`config.mk`:
```
export PLATFORM = sky130hd
export DESIGN_NAME = card_response_status_framer
export DESIGN_NICKNAME = d
export VERILOG_FILES = /design/src/core/resp_framer_pkg.sv /design/src/core/card_response_status_framer.sv
export SDC_FILE = /design/constraint.sdc
export NUM_CORES = 1
export LEC_CHECK = 0
export ABC_AREA = 1
export BUFFER_PORTS_ARGS = -buffer_cell sky130_fd_sc_hd__buf_2
export CORE_MARGIN = 2
export CORE_UTILIZATION = 55
export CTS_BUF_LIST = sky130_fd_sc_hd__clkbuf_8 sky130_fd_sc_hd__clkbuf_16
export CTS_CLUSTER_SIZE = 25
export DETAILED_ROUTE_END_ITERATION = 7
export PLACE_DENSITY = 0.86
export SLEW_MARGIN = 20
export SYNTH_ARGS = -nofsm -noshare
export SYNTH_HDL_FRONTEND = slang
export SYNTH_SLANG_ARGS = --single-unit
export TNS_END_PERCENT = 10
```
`constraint.sdc`:
```
create_clock -name i_ref_clk -period 11.4 [get_ports i_ref_clk]
set_input_delay 1.14 -clock i_ref_clk [delete_from_list [all_inputs] [get_ports i_ref_clk]]
set_output_delay 1.14 -clock i_ref_clk [all_outputs]
set_load 0.05 [all_outputs]
```
`src/core/resp_framer_pkg.sv`:
```
// Purpose : Shared constants and types of the card response framer
// Assumes : One response in flight at a time
// Notes   : Frame positions are bit numbers inside the response codeword
package resp_framer_pkg;

   // ----------------------------------------------------------------
   // Frame geometry
   // ----------------------------------------------------------------
   localparam int          FRAME_W      = 136;
   localparam logic [7:0]  SHORT_LAST   = 8'h2F;  // 48-bit frame, top bit
   localparam logic [7:0]  LONG_LAST    = 8'h87;  // 136-bit frame, top bit
   localparam logic [7:0]  CRC_TOP      = 8'h07;
   localparam logic [7:0]  CRC_BOT      = 8'h01;
   localparam logic [6:0]  CRC_POLY     = 7'h09;  // x^7 + x^3 + 1
   localparam logic [6:0]  CRC_RESET    = 7'h00;
   localparam logic [5:0]  ALL_ONES_IDX = 6'h3F;
   localparam logic [5:0]  RCA_INDEX    = 6'h03;
   localparam logic [6:0]  NO_CRC_FILL  = 7'h7F;
   localparam logic        START_BIT    = 1'b0;
   localparam logic        DIR_BIT      = 1'b0;
   localparam logic        END_BIT      = 1'b1;
   localparam logic        IDLE_LEVEL   = 1'b1;

   // ----------------------------------------------------------------
   // Status word layout
   // ----------------------------------------------------------------
   localparam logic [31:0] STATUS_RESET = 32'h0000_0000;
   localparam logic [31:0] CLASS_C_MASK = 32'hFD39_A028;
   localparam logic [31:0] CLASS_B_MASK = 32'h00C0_0000;
   localparam logic [31:0] R6_MASK      = 32'h00C8_1FFF;
   localparam int          LOCKED_POS   = 25;
   localparam int          ECC_OFF_POS  = 14;
   localparam int          BUF_EMPTY_POS = 8;
   localparam int          STATE_LSB    = 9;
   localparam logic [3:0]  STATE_RESET  = 4'h0;

   typedef enum logic [2:0] {
      RESP_R1  = 3'h0,
      RESP_R1B = 3'h1,
      RESP_R2  = 3'h2,
      RESP_R3  = 3'h3,
      RESP_R6  = 3'h4
   } resp_kind_t;

   typedef enum logic [2:0] {
      ST_IDLE = 3'h1,
      ST_ARM  = 3'h2,
      ST_SEND = 3'h4
   } fsm_state_t;

   typedef struct packed {
      resp_kind_t    kind;
      logic [5:0]    cmd_index;
      logic [31:0]   ocr_word;
      logic [15:0]   rca;
      logic [127:0]  reg_bits;
   } resp_req_t;

   // One-cycle event pulses, each sets one sticky status bit
   typedef struct packed {
      logic arg_range_fault;
      logic misaligned_addr_fault;
      logic block_length_fault;
      logic erase_order_fault;
      logic erase_selection_fault;
      logic protected_write_fault;
      logic lock_sequence_fault;
      logic command_checksum_fault;
      logic illegal_cmd_fault;
      logic ecc_uncorrected_fault;
      logic controller_internal_fault;
      logic general_fault;
      logic specific_data_rewrite_fault;
      logic erase_skip_flag;
      logic erase_cancel_flag;
      logic app_cmd_flag;
      logic authentication_order_fault;
   } status_events_t;

   // Levels that follow the card state
   typedef struct packed {
      logic locked_flag;
      logic ecc_off_flag;
      logic buffer_empty_flag;
   } status_levels_t;

endpackage : resp_framer_pkg

```
`src/core/card_response_status_framer.sv`:
```
// Purpose : Builds card responses and shifts them out on the command line
// Assumes : Link clock sampled by i_ref_clk, at least 8x slower
// Notes   : Bits change after a link falling edge, host samples on rise
`timescale 1ns/10ps
`default_nettype none

// Notes on behaviour
// - Responses go out serially, leftmost codeword bit first.
// - Every response starts with start bit 0 then direction bit 0.
// - Every response ends with an end bit of 1.
// - Bits 7..1 carry CRC7, except the operating-conditions and register responses.
// - Normal response: 48 bits, index in 45..40, status in 39..8.
// - Data-line busy after written blocks belongs to the data path.
// - Busy variant uses the normal format; busy handled on data line.
// - Register response: 136 bits, 133..128 ones, register bits 127..1.
// - OCR response: 48 bits, index and CRC fields all ones.
// - Address response: index 3, RCA in 39..24, selected status bits.
// - Status reflects the outcome of the previous command.
// - Class A follows state, B clears one command late, C on read.
// - Bits found during execution are latched until read.
// - Bits 31..26 are clear-on-read fault flags.
// - Bit 25 follows lock state; bit 24 flags lock sequence fault.
// - Bits 23 and 22 flag checksum and illegal command, class B.
// - Bits 21, 20, 19 flag ECC, controller and general faults.
// - Bit 16 flags a rejected register rewrite, clear on read.
// - Bits 15, 14, 13: erase skip, ECC off, erase cancel.
// - Bits 12..9 hold card state at command receipt.
// - Bit 8 follows the empty data buffer.
// - Bits 5 and 3: application command and authentication fault.
module card_response_status_framer
   import resp_framer_pkg::*;
(
   // Clock and reset
   input  wire logic                            i_ref_clk,
   input  wire logic                            i_rst,
   // Command line, link side
   input  wire logic                            i_link_clk,
   input  wire logic                            i_cmd_in,
   output logic                                 o_cmd_out,
   output logic                                 o_cmd_oe_n,
   // Response request
   input  wire logic                            i_resp_valid,
   input  wire resp_framer_pkg::resp_req_t      i_resp,
   output logic                                 o_resp_ready,
   output logic                                 o_resp_done,
   // Status sources
   input  wire logic                            i_cmd_strobe,
   input  wire logic                            i_cmd_ok,
   input  wire logic [3:0]                      i_card_state,
   input  wire resp_framer_pkg::status_events_t i_events,
   input  wire resp_framer_pkg::status_levels_t i_levels,
   output logic [31:0]                          o_status_word
);

   // ----------------------------------------------------------------
   // Helper functions
   // ----------------------------------------------------------------

   // Map event pulses onto their status bit positions
   function automatic logic [31:0] event_word(input status_events_t e);
      logic [31:0] w;
      w = 32'h0000_0000;
      w[31] = e.arg_range_fault;
      w[30] = e.misaligned_addr_fault;
      w[29] = e.block_length_fault;
      w[28] = e.erase_order_fault;
      w[27] = e.erase_selection_fault;
      w[26] = e.protected_write_fault;
      w[24] = e.lock_sequence_fault;
      w[23] = e.command_checksum_fault;
      w[22] = e.illegal_cmd_fault;
      w[21] = e.ecc_uncorrected_fault;
      w[20] = e.controller_internal_fault;
      w[19] = e.general_fault;
      w[16] = e.specific_data_rewrite_fault;
      w[15] = e.erase_skip_flag;
      w[13] = e.erase_cancel_flag;
      w[5]  = e.app_cmd_flag;
      w[3]  = e.authentication_order_fault;
      return w;
   endfunction : event_word

   // Sticky bits merged with the state-following fields
   function automatic logic [31:0] compose(
      input logic [31:0]    sticky,
      input status_levels_t lv,
      input logic [3:0]     st
   );
      logic [31:0] w;
      w = sticky;
      w[LOCKED_POS]    = lv.locked_flag;
      w[ECC_OFF_POS]   = lv.ecc_off_flag;
      w[BUF_EMPTY_POS] = lv.buffer_empty_flag;
      w[STATE_LSB +: 4] = st;
      return w;
   endfunction : compose

   // Lay the codeword out, less the live CRC7 field, right-aligned in the frame register
   function automatic logic [FRAME_W-1:0] build_frame(
      input resp_req_t   r,
      input logic [31:0] sw
   );
      logic [FRAME_W-1:0] f;
      f = '0;
      unique case (r.kind)
         RESP_R2:
         begin
            f[135]     = START_BIT;
            f[134]     = DIR_BIT;
            f[133:128] = ALL_ONES_IDX;
            f[127:1]   = r.reg_bits[127:1];
         end
         RESP_R3:
         begin
            f[47]    = START_BIT;
            f[46]    = DIR_BIT;
            f[45:40] = ALL_ONES_IDX;
            f[39:8]  = r.ocr_word;
            f[7:1]   = NO_CRC_FILL;
         end
         RESP_R6:
         begin
            f[47]    = START_BIT;
            f[46]    = DIR_BIT;
            f[45:40] = RCA_INDEX;
            f[39:24] = r.rca;
            f[23:8]  = {sw[23], sw[22], sw[19], sw[12:0]};
         end
         RESP_R1, RESP_R1B:
         begin
            // Data-line busy of the busy variant is driven elsewhere
            f[47]    = START_BIT;
            f[46]    = DIR_BIT;
            f[45:40] = r.cmd_index;
            f[39:8]  = sw;
         end
         default:
         begin
            f[47] = START_BIT;
            f[46] = DIR_BIT;
         end
      endcase
      f[0] = END_BIT;
      return f;
   endfunction : build_frame

   // ----------------------------------------------------------------
   // Link clock synchroniser and falling edge detect
   // ----------------------------------------------------------------
   logic [1:0] link_sync_reg;
   logic       link_prev_reg;
   logic       link_fall;

   // First stage feeds only the second stage
   always_ff @(posedge i_ref_clk or posedge i_rst)
   begin
      if (i_rst)
      begin
         link_sync_reg <= 2'h3;
         link_prev_reg <= 1'b1;
      end
      else
      begin
         link_sync_reg <= {link_sync_reg[0], i_link_clk};
         link_prev_reg <= link_sync_reg[1];
      end
   end

   assign link_fall = link_prev_reg & ~link_sync_reg[1];

   // ----------------------------------------------------------------
   // Status word
   // ----------------------------------------------------------------
   logic [31:0] status_reg,    status_next;
   logic [3:0]  state_reg,     state_next;
   logic        clr_arm_reg,   clr_arm_next;
   logic [31:0] view_reg;
   logic [31:0] live_word;
   logic        accept;
   logic        frame_end;
   logic [31:0] read_mask;

   assign live_word = compose(status_reg, i_levels, state_reg);

   // Which bits a response reads, and so which bits it clears
   always_comb
   begin
      read_mask = 32'h0000_0000;
      if (i_resp.kind == RESP_R1 || i_resp.kind == RESP_R1B)
         read_mask = 32'hFFFF_FFFF;
      else if (i_resp.kind == RESP_R6)
         read_mask = R6_MASK;
   end

   // Clears first, sets last, so an event never loses to a clear
   always_comb
   begin
      status_next  = status_reg;
      state_next   = state_reg;
      clr_arm_next = clr_arm_reg;
      if (frame_end && clr_arm_reg)
      begin
         status_next  = status_next & ~CLASS_B_MASK;
         clr_arm_next = 1'b0;
      end
      if (accept)
         status_next = status_next & ~(CLASS_C_MASK & read_mask);
      if (i_cmd_strobe)
         state_next = i_card_state;
      if (i_cmd_strobe && i_cmd_ok)
         clr_arm_next = 1'b1;
      status_next = status_next | event_word(i_events);
   end

   always_ff @(posedge i_ref_clk or posedge i_rst)
   begin
      if (i_rst)
      begin
         status_reg  <= STATUS_RESET;
         state_reg   <= STATE_RESET;
         clr_arm_reg <= 1'b0;
         view_reg    <= STATUS_RESET;
      end
      else
      begin
         status_reg  <= status_next;
         state_reg   <= state_next;
         clr_arm_reg <= clr_arm_next;
         view_reg    <= live_word;
      end
   end

   assign o_status_word = view_reg;

   // ----------------------------------------------------------------
   // Response shifter
   // ----------------------------------------------------------------
   fsm_state_t         fsm_reg,     fsm_next;
   logic [FRAME_W-1:0] frame_reg,   frame_next;
   logic [7:0]         idx_reg,     idx_next;
   logic [6:0]         crc_reg,     crc_next;
   logic               use_crc_reg, use_crc_next;
   logic               out_reg,     out_next;
   logic               oe_n_reg,    oe_n_next;
   logic               done_reg,    done_next;
   logic               cur_bit;
   logic               crc_fb;
   logic [7:0]         nxt_idx;

   assign accept    = (fsm_reg == ST_IDLE) && i_resp_valid;
   assign frame_end = done_reg;

   // CRC field is substituted live, so the frame holds zeros there
   always_comb
   begin
      if (use_crc_reg && idx_reg <= CRC_TOP && idx_reg >= CRC_BOT)
         cur_bit = crc_reg[3'(idx_reg - CRC_BOT)];
      else
         cur_bit = frame_reg[idx_reg];
   end

   assign crc_fb  = cur_bit ^ crc_reg[6];
   assign nxt_idx = idx_reg - 8'h01;

   // One bit leaves per link falling edge, top position first
   always_comb
   begin
      fsm_next     = fsm_reg;
      frame_next   = frame_reg;
      idx_next     = idx_reg;
      crc_next     = crc_reg;
      use_crc_next = use_crc_reg;
      out_next     = out_reg;
      oe_n_next    = oe_n_reg;
      done_next    = 1'b0;
      unique case (fsm_reg)
         ST_IDLE:
         begin
            if (i_resp_valid)
            begin
               frame_next   = build_frame(i_resp, live_word);
               idx_next     = (i_resp.kind == RESP_R2) ? LONG_LAST
                                                       : SHORT_LAST;
               use_crc_next = (i_resp.kind != RESP_R3) &&
                              (i_resp.kind != RESP_R2);
               crc_next     = CRC_RESET;
               fsm_next     = ST_ARM;
            end
         end
         ST_ARM:
         begin
            if (link_fall)
            begin
               out_next  = cur_bit;
               oe_n_next = 1'b0;
               fsm_next  = ST_SEND;
            end
         end
         ST_SEND:
         begin
            if (link_fall)
            begin
               // Fold in the bit that was just on the line
               if (idx_reg > CRC_TOP)
                  crc_next = {crc_reg[5:0], 1'b0} ^
                             (crc_fb ? CRC_POLY : 7'h00);
               if (idx_reg == 8'h00)
               begin
                  out_next  = IDLE_LEVEL;
                  oe_n_next = 1'b1;
                  done_next = 1'b1;
                  fsm_next  = ST_IDLE;
               end
               else
               begin
                  // Next bit leaves on this same fall, so each bit
                  // stands exactly one link period
                  idx_next = nxt_idx;
                  if (use_crc_reg && nxt_idx <= CRC_TOP &&
                      nxt_idx >= CRC_BOT)
                     out_next = crc_next[3'(nxt_idx - CRC_BOT)];
                  else
                     out_next = frame_reg[nxt_idx];
               end
            end
         end
         default:
         begin
            fsm_next = ST_IDLE;
         end
      endcase
   end

   // ARM drives the first bit on the first fall; SEND drives every later bit
   always_ff @(posedge i_ref_clk or posedge i_rst)
   begin
      if (i_rst)
      begin
         fsm_reg     <= ST_IDLE;
         frame_reg   <= '0;
         idx_reg     <= 8'h00;
         crc_reg     <= CRC_RESET;
         use_crc_reg <= 1'b0;
         out_reg     <= IDLE_LEVEL;
         oe_n_reg    <= 1'b1;
         done_reg    <= 1'b0;
      end
      else
      begin
         fsm_reg     <= fsm_next;
         frame_reg   <= frame_next;
         idx_reg     <= idx_next;
         crc_reg     <= crc_next;
         use_crc_reg <= use_crc_next;
         out_reg     <= out_next;
         oe_n_reg    <= oe_n_next;
         done_reg    <= done_next;
      end
   end

   // Outputs
   assign o_cmd_out    = out_reg;
   assign o_cmd_oe_n   = oe_n_reg;
   assign o_resp_ready = (fsm_reg == ST_IDLE);
   assign o_resp_done  = done_reg;

endmodule : card_response_status_framer

`default_nettype wire

```
==> results of run 1 <==
## metal layers
metal	GRT usage [%]	vias up
li1	-	5114
met1	41.9	5086
met2	56.5	666
met3	5.86	89
met4	14.9	0
met5	0	-
## placed cells by master, fill, tap and decap left out, drive strengths merged, types with 19 or more instances in the layout
master,count
o211ai,21
a22oi,29
buf,254
inv,133
dfrtp,194
nand2,424
o21ai,119
o2111ai,19
a21oi,57
nor2,51
nand3,201
## critical path: stages (launching register included)
cell      delay (ns)
dfrtp_2         0.41
inv_2           0.69
ha_1            0.51
nor2_2          0.79
buf_4           0.41
a21oi_1         0.10
o21ai_0         0.10
o221ai_1        0.16
nand2_1         0.16
nand2_1         0.08
nand3_1         0.07
nand2_1         0.06
nand2_1         0.05
nand2_1         0.06
nand2_1         0.06
nand2_1         0.06
nand2_1         0.05
nand2_1         0.05
nand2_1         0.06
nand2_1         0.05
## report_power, final
part	switching, mW	leakage [nW]	internal (mW)
clock	0.329	0.317	0.327
sequential	0.141	2.48	0.891
combinational	0.734	3.43	0.288
## final timing paths
kind                                       startpoint                         end  slack [ns]
min in group asynchronous                       i_rst   frame_reg[75]$_DFFE_PP0P_        0.91
setup reg to reg               idx_reg[0]$_DFFE_PP0P_       o_cmd_out$_DFFE_PP1P_        7.31
hold / removal             link_sync_reg[0]$_DFF_PP1_  link_sync_reg[1]$_DFF_PP1_        0.36
max in group asynchronous                       i_rst    frame_reg[0]$_DFFE_PP0P_        9.12
setup / recovery               idx_reg[0]$_DFFE_PP0P_       o_cmd_out$_DFFE_PP1P_        7.31
hold reg to reg            link_sync_reg[0]$_DFF_PP1_  link_sync_reg[1]$_DFF_PP1_        0.36
## cells by family after synthesis
logic type	synth area share (%)
AOI/OAI and AO/OA	17.8
xor gates and xnor gates	0.323
adders and majority gates	0.461
buffers and inverters	8.88
DFF	46.2
other	0.0346
and+or+nand+nor	26.3
## metrics by stage
| step | cell area, um^2 | utilization (%) |
|---|---|---|
| after floorplan | 10900 | - |
| after global placement | 12000 | 62.1 |
| after detailed placement | 12000 | 62.1 |
| after CTS | 12700 | 65.5 |
| after global routing | 12700 | 65.5 |
| final | 12700 | 65.5 |
## cell type report
cell class	instances	area, um^2	share of cell area [%]
diodes	1	2.50	0.0197
clock inverters	15	233	1.83
inverters	127	484	3.81
flip-flops and latches	200	5010	39.4
multi-input cells	1009	4920	38.7
repair buffers	254	1300	10.3
clock buffers	17	425	3.35
well taps	265	332	2.61
==> impl_results.rst, run 1 <==
.. list-table::
   :header-rows: 1

   * - Metric
     - Value
   * - Chip height
     - 144 um
   * - Unique masters post-synth
     - 36
   * - DIE WIDTH
     - 144 um
   * - Max reg flops
     - 129
   * - Classification of the worst setup path
     - flop to flop
   * - Max clock buf depth
     - 2
   * - Cells on worst reg2reg path
     - 19
   * - Type of the worst min-delay path
     - flop to flop
   * - Number of synthesized register bits
     - 200
   * - Weighted congestion reported at the end of routability-driven placement
     - 0.986
   * - Overall power
     - 2.71 mW
   * - Iteration-0 DRC Markers
     - 1109
   * - # IOs
     - 252
   * - Count of flip-flops with a built-in enable after synthesis
     - 0
   * - Required time worst endpoint
     - 11.79 ns
   * - Starting utilization of the core area
     - 55.9%
   * - Minimum clock period after layout
     - 4.09 ns
   * - Synth Warn #
     - 0
   * - Final worst path period share
     - 35.9%
   * - Share of cells above drive strength 1
     - 19.5%
   * - Number of setup buffers added after CTS
     - 0
   * - Result of the run
     - complete, no violations
   * - Library cell used as clock root buffer
     - clkbuf_16
   * - Top-area cell type share of the netlist area
     - 44.8%
   * - DRC
     - 0
   * - CTS tree
     - yes
   * - Port Buffer Count
     - 241
   * - Initial antenna violation count
     - 1
   * - Worst EP arrival
     - 4.48 ns
   * - Wire length on met3
     - 3190 um
   * - Estimated wirelength of the detail-placed design
     - 22300 um
   * - Hold-fix buffers, CTS
     - 0
   * - Routed met1 length
     - 13000 um
   * - TritonCTS Buffers
     - 17
   * - Clock Latency Late Sink
     - 0.45 ns
   * - Tightest hold margin
     - 0.359 ns
   * - Maximum frequency from static timing analysis
     - 244 MHz
   * - Ranking of synthesized cells by instance count
     - nand2_1 (422), nand3_1 (201), dfrtp_1 (194)
   * - Worst path setup slack after routing
     - 7.31 ns
   * - Area overhead of the layout relative to synthesis
     - 17.2%
   * - Tot GR Track Use
     - 33.3%
   * - Via count normalized by instance count
     - 5.80
   * - Setup skew after layout
     - 0.0127 ns
   * - Routed wire length
     - 33700 um
   * - Dominant cell type by area after synthesis
     - dfrtp_1
   * - Vias in the first global route
     - 10741
   * - Instance count of the mapped netlist
     - 1427
   * - Die area
     - 20900 um^2
   * - Power Dens Cells
     - 213 nW/um^2
   * - Clock Sink Count
     - 200
   * - Final cell count without fillers
     - 1888
   * - Share of synthesized area occupied by flip-flops and latches
     - 46.2%
   * - Wire length per cell after detailed routing
     - 17.9 um
   * - Clock transition at the register clock pins on the worst setup and hold paths after CTS
     - 0.08 ns
   * - Critical Path Fanout Max
     - 52
   * - Count of maximum capacitance violations
     - 0
   * - Final layout net count
     - 1829
   * - Avg Inst Size Synth
     - 7.60 um^2
   * - Number of optimization iterations in the first detailed-route pass
     - 6
   * - Measured slew at the worst slew-check pin
     - 0.972 ns
   * - Slew Limit Fails
     - 0
   * - Maximum number of pins on one net before global-route repair
     - 137
   * - Area of the mapped netlist
     - 10800 um^2
   * - Instance count after placement with tap cells included
     - 1855
   * - First-pass GRT wire length
     - 53800 um
   * - Setup violations, final
     - 0
   * - Category of the worst setup path capture point
     - flop
   * - Setup repair after global routing missed its margin
     - false
   * - Most frequent cell after synthesis
     - nand2_1
   * - Leakage
     - 6.23 nW
   * - Kind of start point of the critical path
     - flop
   * - Final-layout setup total negative slack
     - 0 ns
   * - Row cnt
     - 51
   * - CTS HTree Levels
     - 4
   * - Post-route antenna net violation count
     - 0
   * - Aggregate global routing overflow
     - 0
   * - Top cells by area, synth
     - dfrtp_1 (45%), nand2_1 (15%), nand3_1 (9.3%)
   * - Top metal layer carrying routed signals
     - met4
   * - Worst relative slew slack
     - 35.2%
   * - Worst setup slack after placement
     - 7.45 ns
   * - Number of resized instances in the post-cts repair step
     - 0
   * - Final hold viol count
     - 0
   * - Peak supply drop
     - 0.133 mV
   * - Total of fill cells in the finished design
     - 1627
   * - Via count of the routed design
     - 10955
   * - Fraction of registers with async set or reset after synthesis
     - 100%
   * - Cell count of the worst hold path
     - 0
   * - Detailed-routed wire length on met2
     - 16400 um
   * - Most used flip-flop cell after synthesis
     - dfrtp_1
   * - CORE AREA
     - 19400 um^2
Note: power is estimated with default switching activity, not from simulation.
==> inputs of run 2 (changes only) <==
--- a/config.mk
+++ b/config.mk
@@ -8,11 +8,11 @@
 export ABC_AREA = 1
 export BUFFER_PORTS_ARGS = -buffer_cell sky130_fd_sc_hd__buf_2
 export CORE_MARGIN = 2
-export CORE_UTILIZATION = 55
+export CORE_UTILIZATION = 49
 export CTS_BUF_LIST = sky130_fd_sc_hd__clkbuf_8 sky130_fd_sc_hd__clkbuf_16
 export CTS_CLUSTER_SIZE = 25
 export DETAILED_ROUTE_END_ITERATION = 7
-export PLACE_DENSITY = 0.86
+export PLACE_DENSITY = 0.82
 export SLEW_MARGIN = 20
 export SYNTH_ARGS = -nofsm -noshare
 export SYNTH_HDL_FRONTEND = slang
==> constraint.sdc (replaced) <==
create_clock -name i_ref_clk -period 3.45 [get_ports i_ref_clk]
set_input_delay 0.345 -clock i_ref_clk [delete_from_list [all_inputs] [get_ports i_ref_clk]]
set_output_delay 0.345 -clock i_ref_clk [all_outputs]
set_load 0.05 [all_outputs]
==> run 2 against run 1 <==
Net effect:
- non-clock buffer count is 22 higher
- setup slack worse by 6.9 ns
- utilization decreased by 6.2 points
- sequential power grew to 3.3 times the previous value
- routed wire length increased by 1.3%
- sequential share of layout area down 0.60 points
- combinational power rose to 3.4 times the previous value
- clock power increased to 3.2 times the previous value
- count of clock-buffer cells in the layout stayed put
- final cell count rose by 1.9%
- sequential cell count did not move
- worst hold slack got worse by 0.35 ns
- largest cell class unchanged
- largest power group is now combinational logic
==> impl_results.rst, run 2 (synthesized netlist as in run 1, its figures left out) <==
.. list-table::
   :header-rows: 1

   * - Metric
     - Value
   * - Switching part of the total power
     - 43.9%
   * - Required time worst endpoint
     - 3.84 ns
   * - Power Dens Cells
     - 697 nW/um^2
   * - Maximum frequency from static timing analysis
     - 334 MHz
   * - Category of the worst setup path capture point
     - flop
   * - Hold-fix buffers, CTS
     - 2
   * - TritonCTS Buffers
     - 17
   * - Setup skew after layout
     - 0.0121 ns
   * - Portion of total power attributed to the clock network
     - 23.0%
   * - Number of optimization iterations in the first detailed-route pass
     - 8
   * - Area overhead of the layout relative to synthesis
     - 19.0%
   * - Cells on worst reg2reg path
     - 21
   * - DIE WIDTH
     - 153 um
   * - Most common library cell in the layout ignoring fill and taps
     - nand2_1
   * - DRC
     - 0
   * - Via count of the routed design
     - 10994
   * - Row cnt
     - 54
   * - CTS tree
     - yes
   * - Final-layout setup total negative slack
     - 0 ns
   * - Cell count of the worst hold path
     - 1
   * - Kind of start point of the critical path
     - flop
   * - # IOs
     - 252
   * - Leakage
     - 6.33 nW
   * - Share of cells above drive strength 1
     - 20.4%
   * - Measured slew at the worst slew-check pin
     - 0.967 ns
   * - Maximum number of pins on one net before global-route repair
     - 150
   * - Tot GR Track Use
     - 29.6%
   * - Aggregate global routing overflow
     - 0
   * - Area taken by multi-input logic gates
     - 4920 um^2
   * - Final Instance Area
     - 12900 um^2
   * - Overall power
     - 9.00 mW
   * - Routed met1 length
     - 13300 um
   * - Top metal layer carrying routed signals
     - met4
   * - Port Buffer Count
     - 241
   * - Count of maximum capacitance violations
     - 0
   * - Final cell count without fillers
     - 1924
   * - Tightest hold margin
     - 0.00574 ns
   * - Weighted congestion reported at the end of routability-driven placement
     - 0.899
   * - Type of the worst min-delay path
     - input pin to flop
   * - Diode insertion count for antenna repair
     - 0
   * - Worst relative slew slack
     - 35.3%
   * - Vias in the first global route
     - 10590
   * - Starting utilization of the core area
     - 49.9%
   * - Library cell used as clock root buffer
     - clkbuf_16
   * - Routed wire length
     - 34200 um
   * - Fraction of power consumed by combinational cells
     - 39.0%
   * - Slew Limit Fails
     - 0
   * - Setup repair after global routing missed its margin
     - false
   * - Wire length per cell after detailed routing
     - 17.8 um
   * - Wire length on met3
     - 3350 um
   * - Final hold viol count
     - 0
   * - Final layout net count
     - 1851
   * - Post-route antenna net violation count
     - 0
   * - First-pass GRT wire length
     - 55000 um
   * - Internal power
     - 5.05 mW
   * - Share of total power in sequential cells
     - 38.0%
   * - Switching power
     - 3.95 mW
   * - Classification of the worst setup path
     - flop to flop
   * - Minimum clock period after layout
     - 2.99 ns
   * - Initial antenna violation count
     - 0
   * - Leading cell types in the layout, fill and taps excluded
     - nand2_1 (422), buf_2 (241), nand3_1 (201), dfrtp_1 (193), inv_1 (119)
   * - Iteration-0 DRC Markers
     - 1183
   * - Max clock buf depth
     - 2
   * - Clock Sink Count
     - 200
   * - Die area
     - 23300 um^2
   * - Worst EP arrival
     - 3.39 ns
   * - Result of the run
     - complete, no violations
   * - Clock transition at the register clock pins on the worst setup and hold paths after CTS
     - 0.09 ns
   * - Area of placed instances
     - 12300 um^2
   * - Worst setup slack after placement
     - 0.521 ns
   * - Detailed-routed wire length on met2
     - 16600 um
   * - Worst path setup slack after routing
     - 0.456 ns
   * - Estimated wirelength of the detail-placed design
     - 23800 um
   * - Max reg flops
     - 129
   * - CORE AREA
     - 21800 um^2
   * - Chip height
     - 153 um
   * - Storage element area
     - 5010 um^2
   * - Total of fill cells in the finished design
     - 1915
   * - Critical Path Fanout Max
     - 36
   * - End-of-flow core utilization
     - 59.3%
   * - Via count normalized by instance count
     - 5.71
   * - Instance count after placement with tap cells included
     - 1890
   * - CTS HTree Levels
     - 4
   * - Number of resized instances in the post-cts repair step
     - 0
   * - Setup violations, final
     - 0
   * - Clock Latency Late Sink
     - 0.45 ns
   * - Number of setup buffers added after CTS
     - 0
   * - Final worst path period share
     - 86.8%
   * - Peak supply drop
     - 0.399 mV
-- run 2: final cells by class --
class	instances	area share, %
repair buffers	276	11.9
clock buffers	17	3.30
multi-input cells	1009	38.1
well taps	280	2.71
clock inverters	15	1.43
flip-flops and latches	200	38.8
inverters	127	3.72
-- run 2: final timing paths --
path | startpoint | to | slack, ns
min reg2reg | link_sync_reg[0]$_DFF_PP1_ | link_sync_reg[1]$_DFF_PP1_ | 0.36
max reg2reg | idx_reg[0]$_DFFE_PP0P_ | o_cmd_out$_DFFE_PP1P_ | 0.46
min in group asynchronous | i_rst | frame_reg[58]$_DFFE_PP0P_ | 0.51
max | idx_reg[0]$_DFFE_PP0P_ | o_cmd_out$_DFFE_PP1P_ | 0.46
max in group asynchronous | i_rst | idx_reg[0]$_DFFE_PP0P_ | 1.92
min | i_levels[2] | o_status_word[25]$_DFF_PP0_ | 0.006
-- run 2: critical path: stages (launching register included) --
cell,delay [ns]
dfrtp_2,0.43
inv_2,0.07
buf_4,0.39
ha_1,0.24
nand2_1,0.06
nand2_1,0.11
inv_1,0.23
a21oi_1,0.18
o21ai_0,0.10
o221ai_1,0.29
nand2_1,0.14
nand2_1,0.10
nand3_1,0.07
nand2_1,0.07
nand2_1,0.04
nand2_1,0.07
nand2_1,0.05
nand2_1,0.06
nand2_1,0.05
nand2_1,0.08
nand2_1,0.06
nand2_1,0.05
-- run 2: power by group through the flow --
stage	clock (mW)	sequential, mW	combinational, mW
floorplan	0	3.39	2.40
global placement	0	3.41	3.34
detailed placement	0	3.44	3.44
CTS	2.09	3.41	3.47
global route	2.19	3.49	3.89
finish	2.07	3.42	3.51
-- run 2: layer usage --
metal	GRT usage (%)	up-vias
li1	-	5184
met1	38.8	5084
met2	48.9	640
met3	6.20	86
met4	10.4	0
met5	0	-
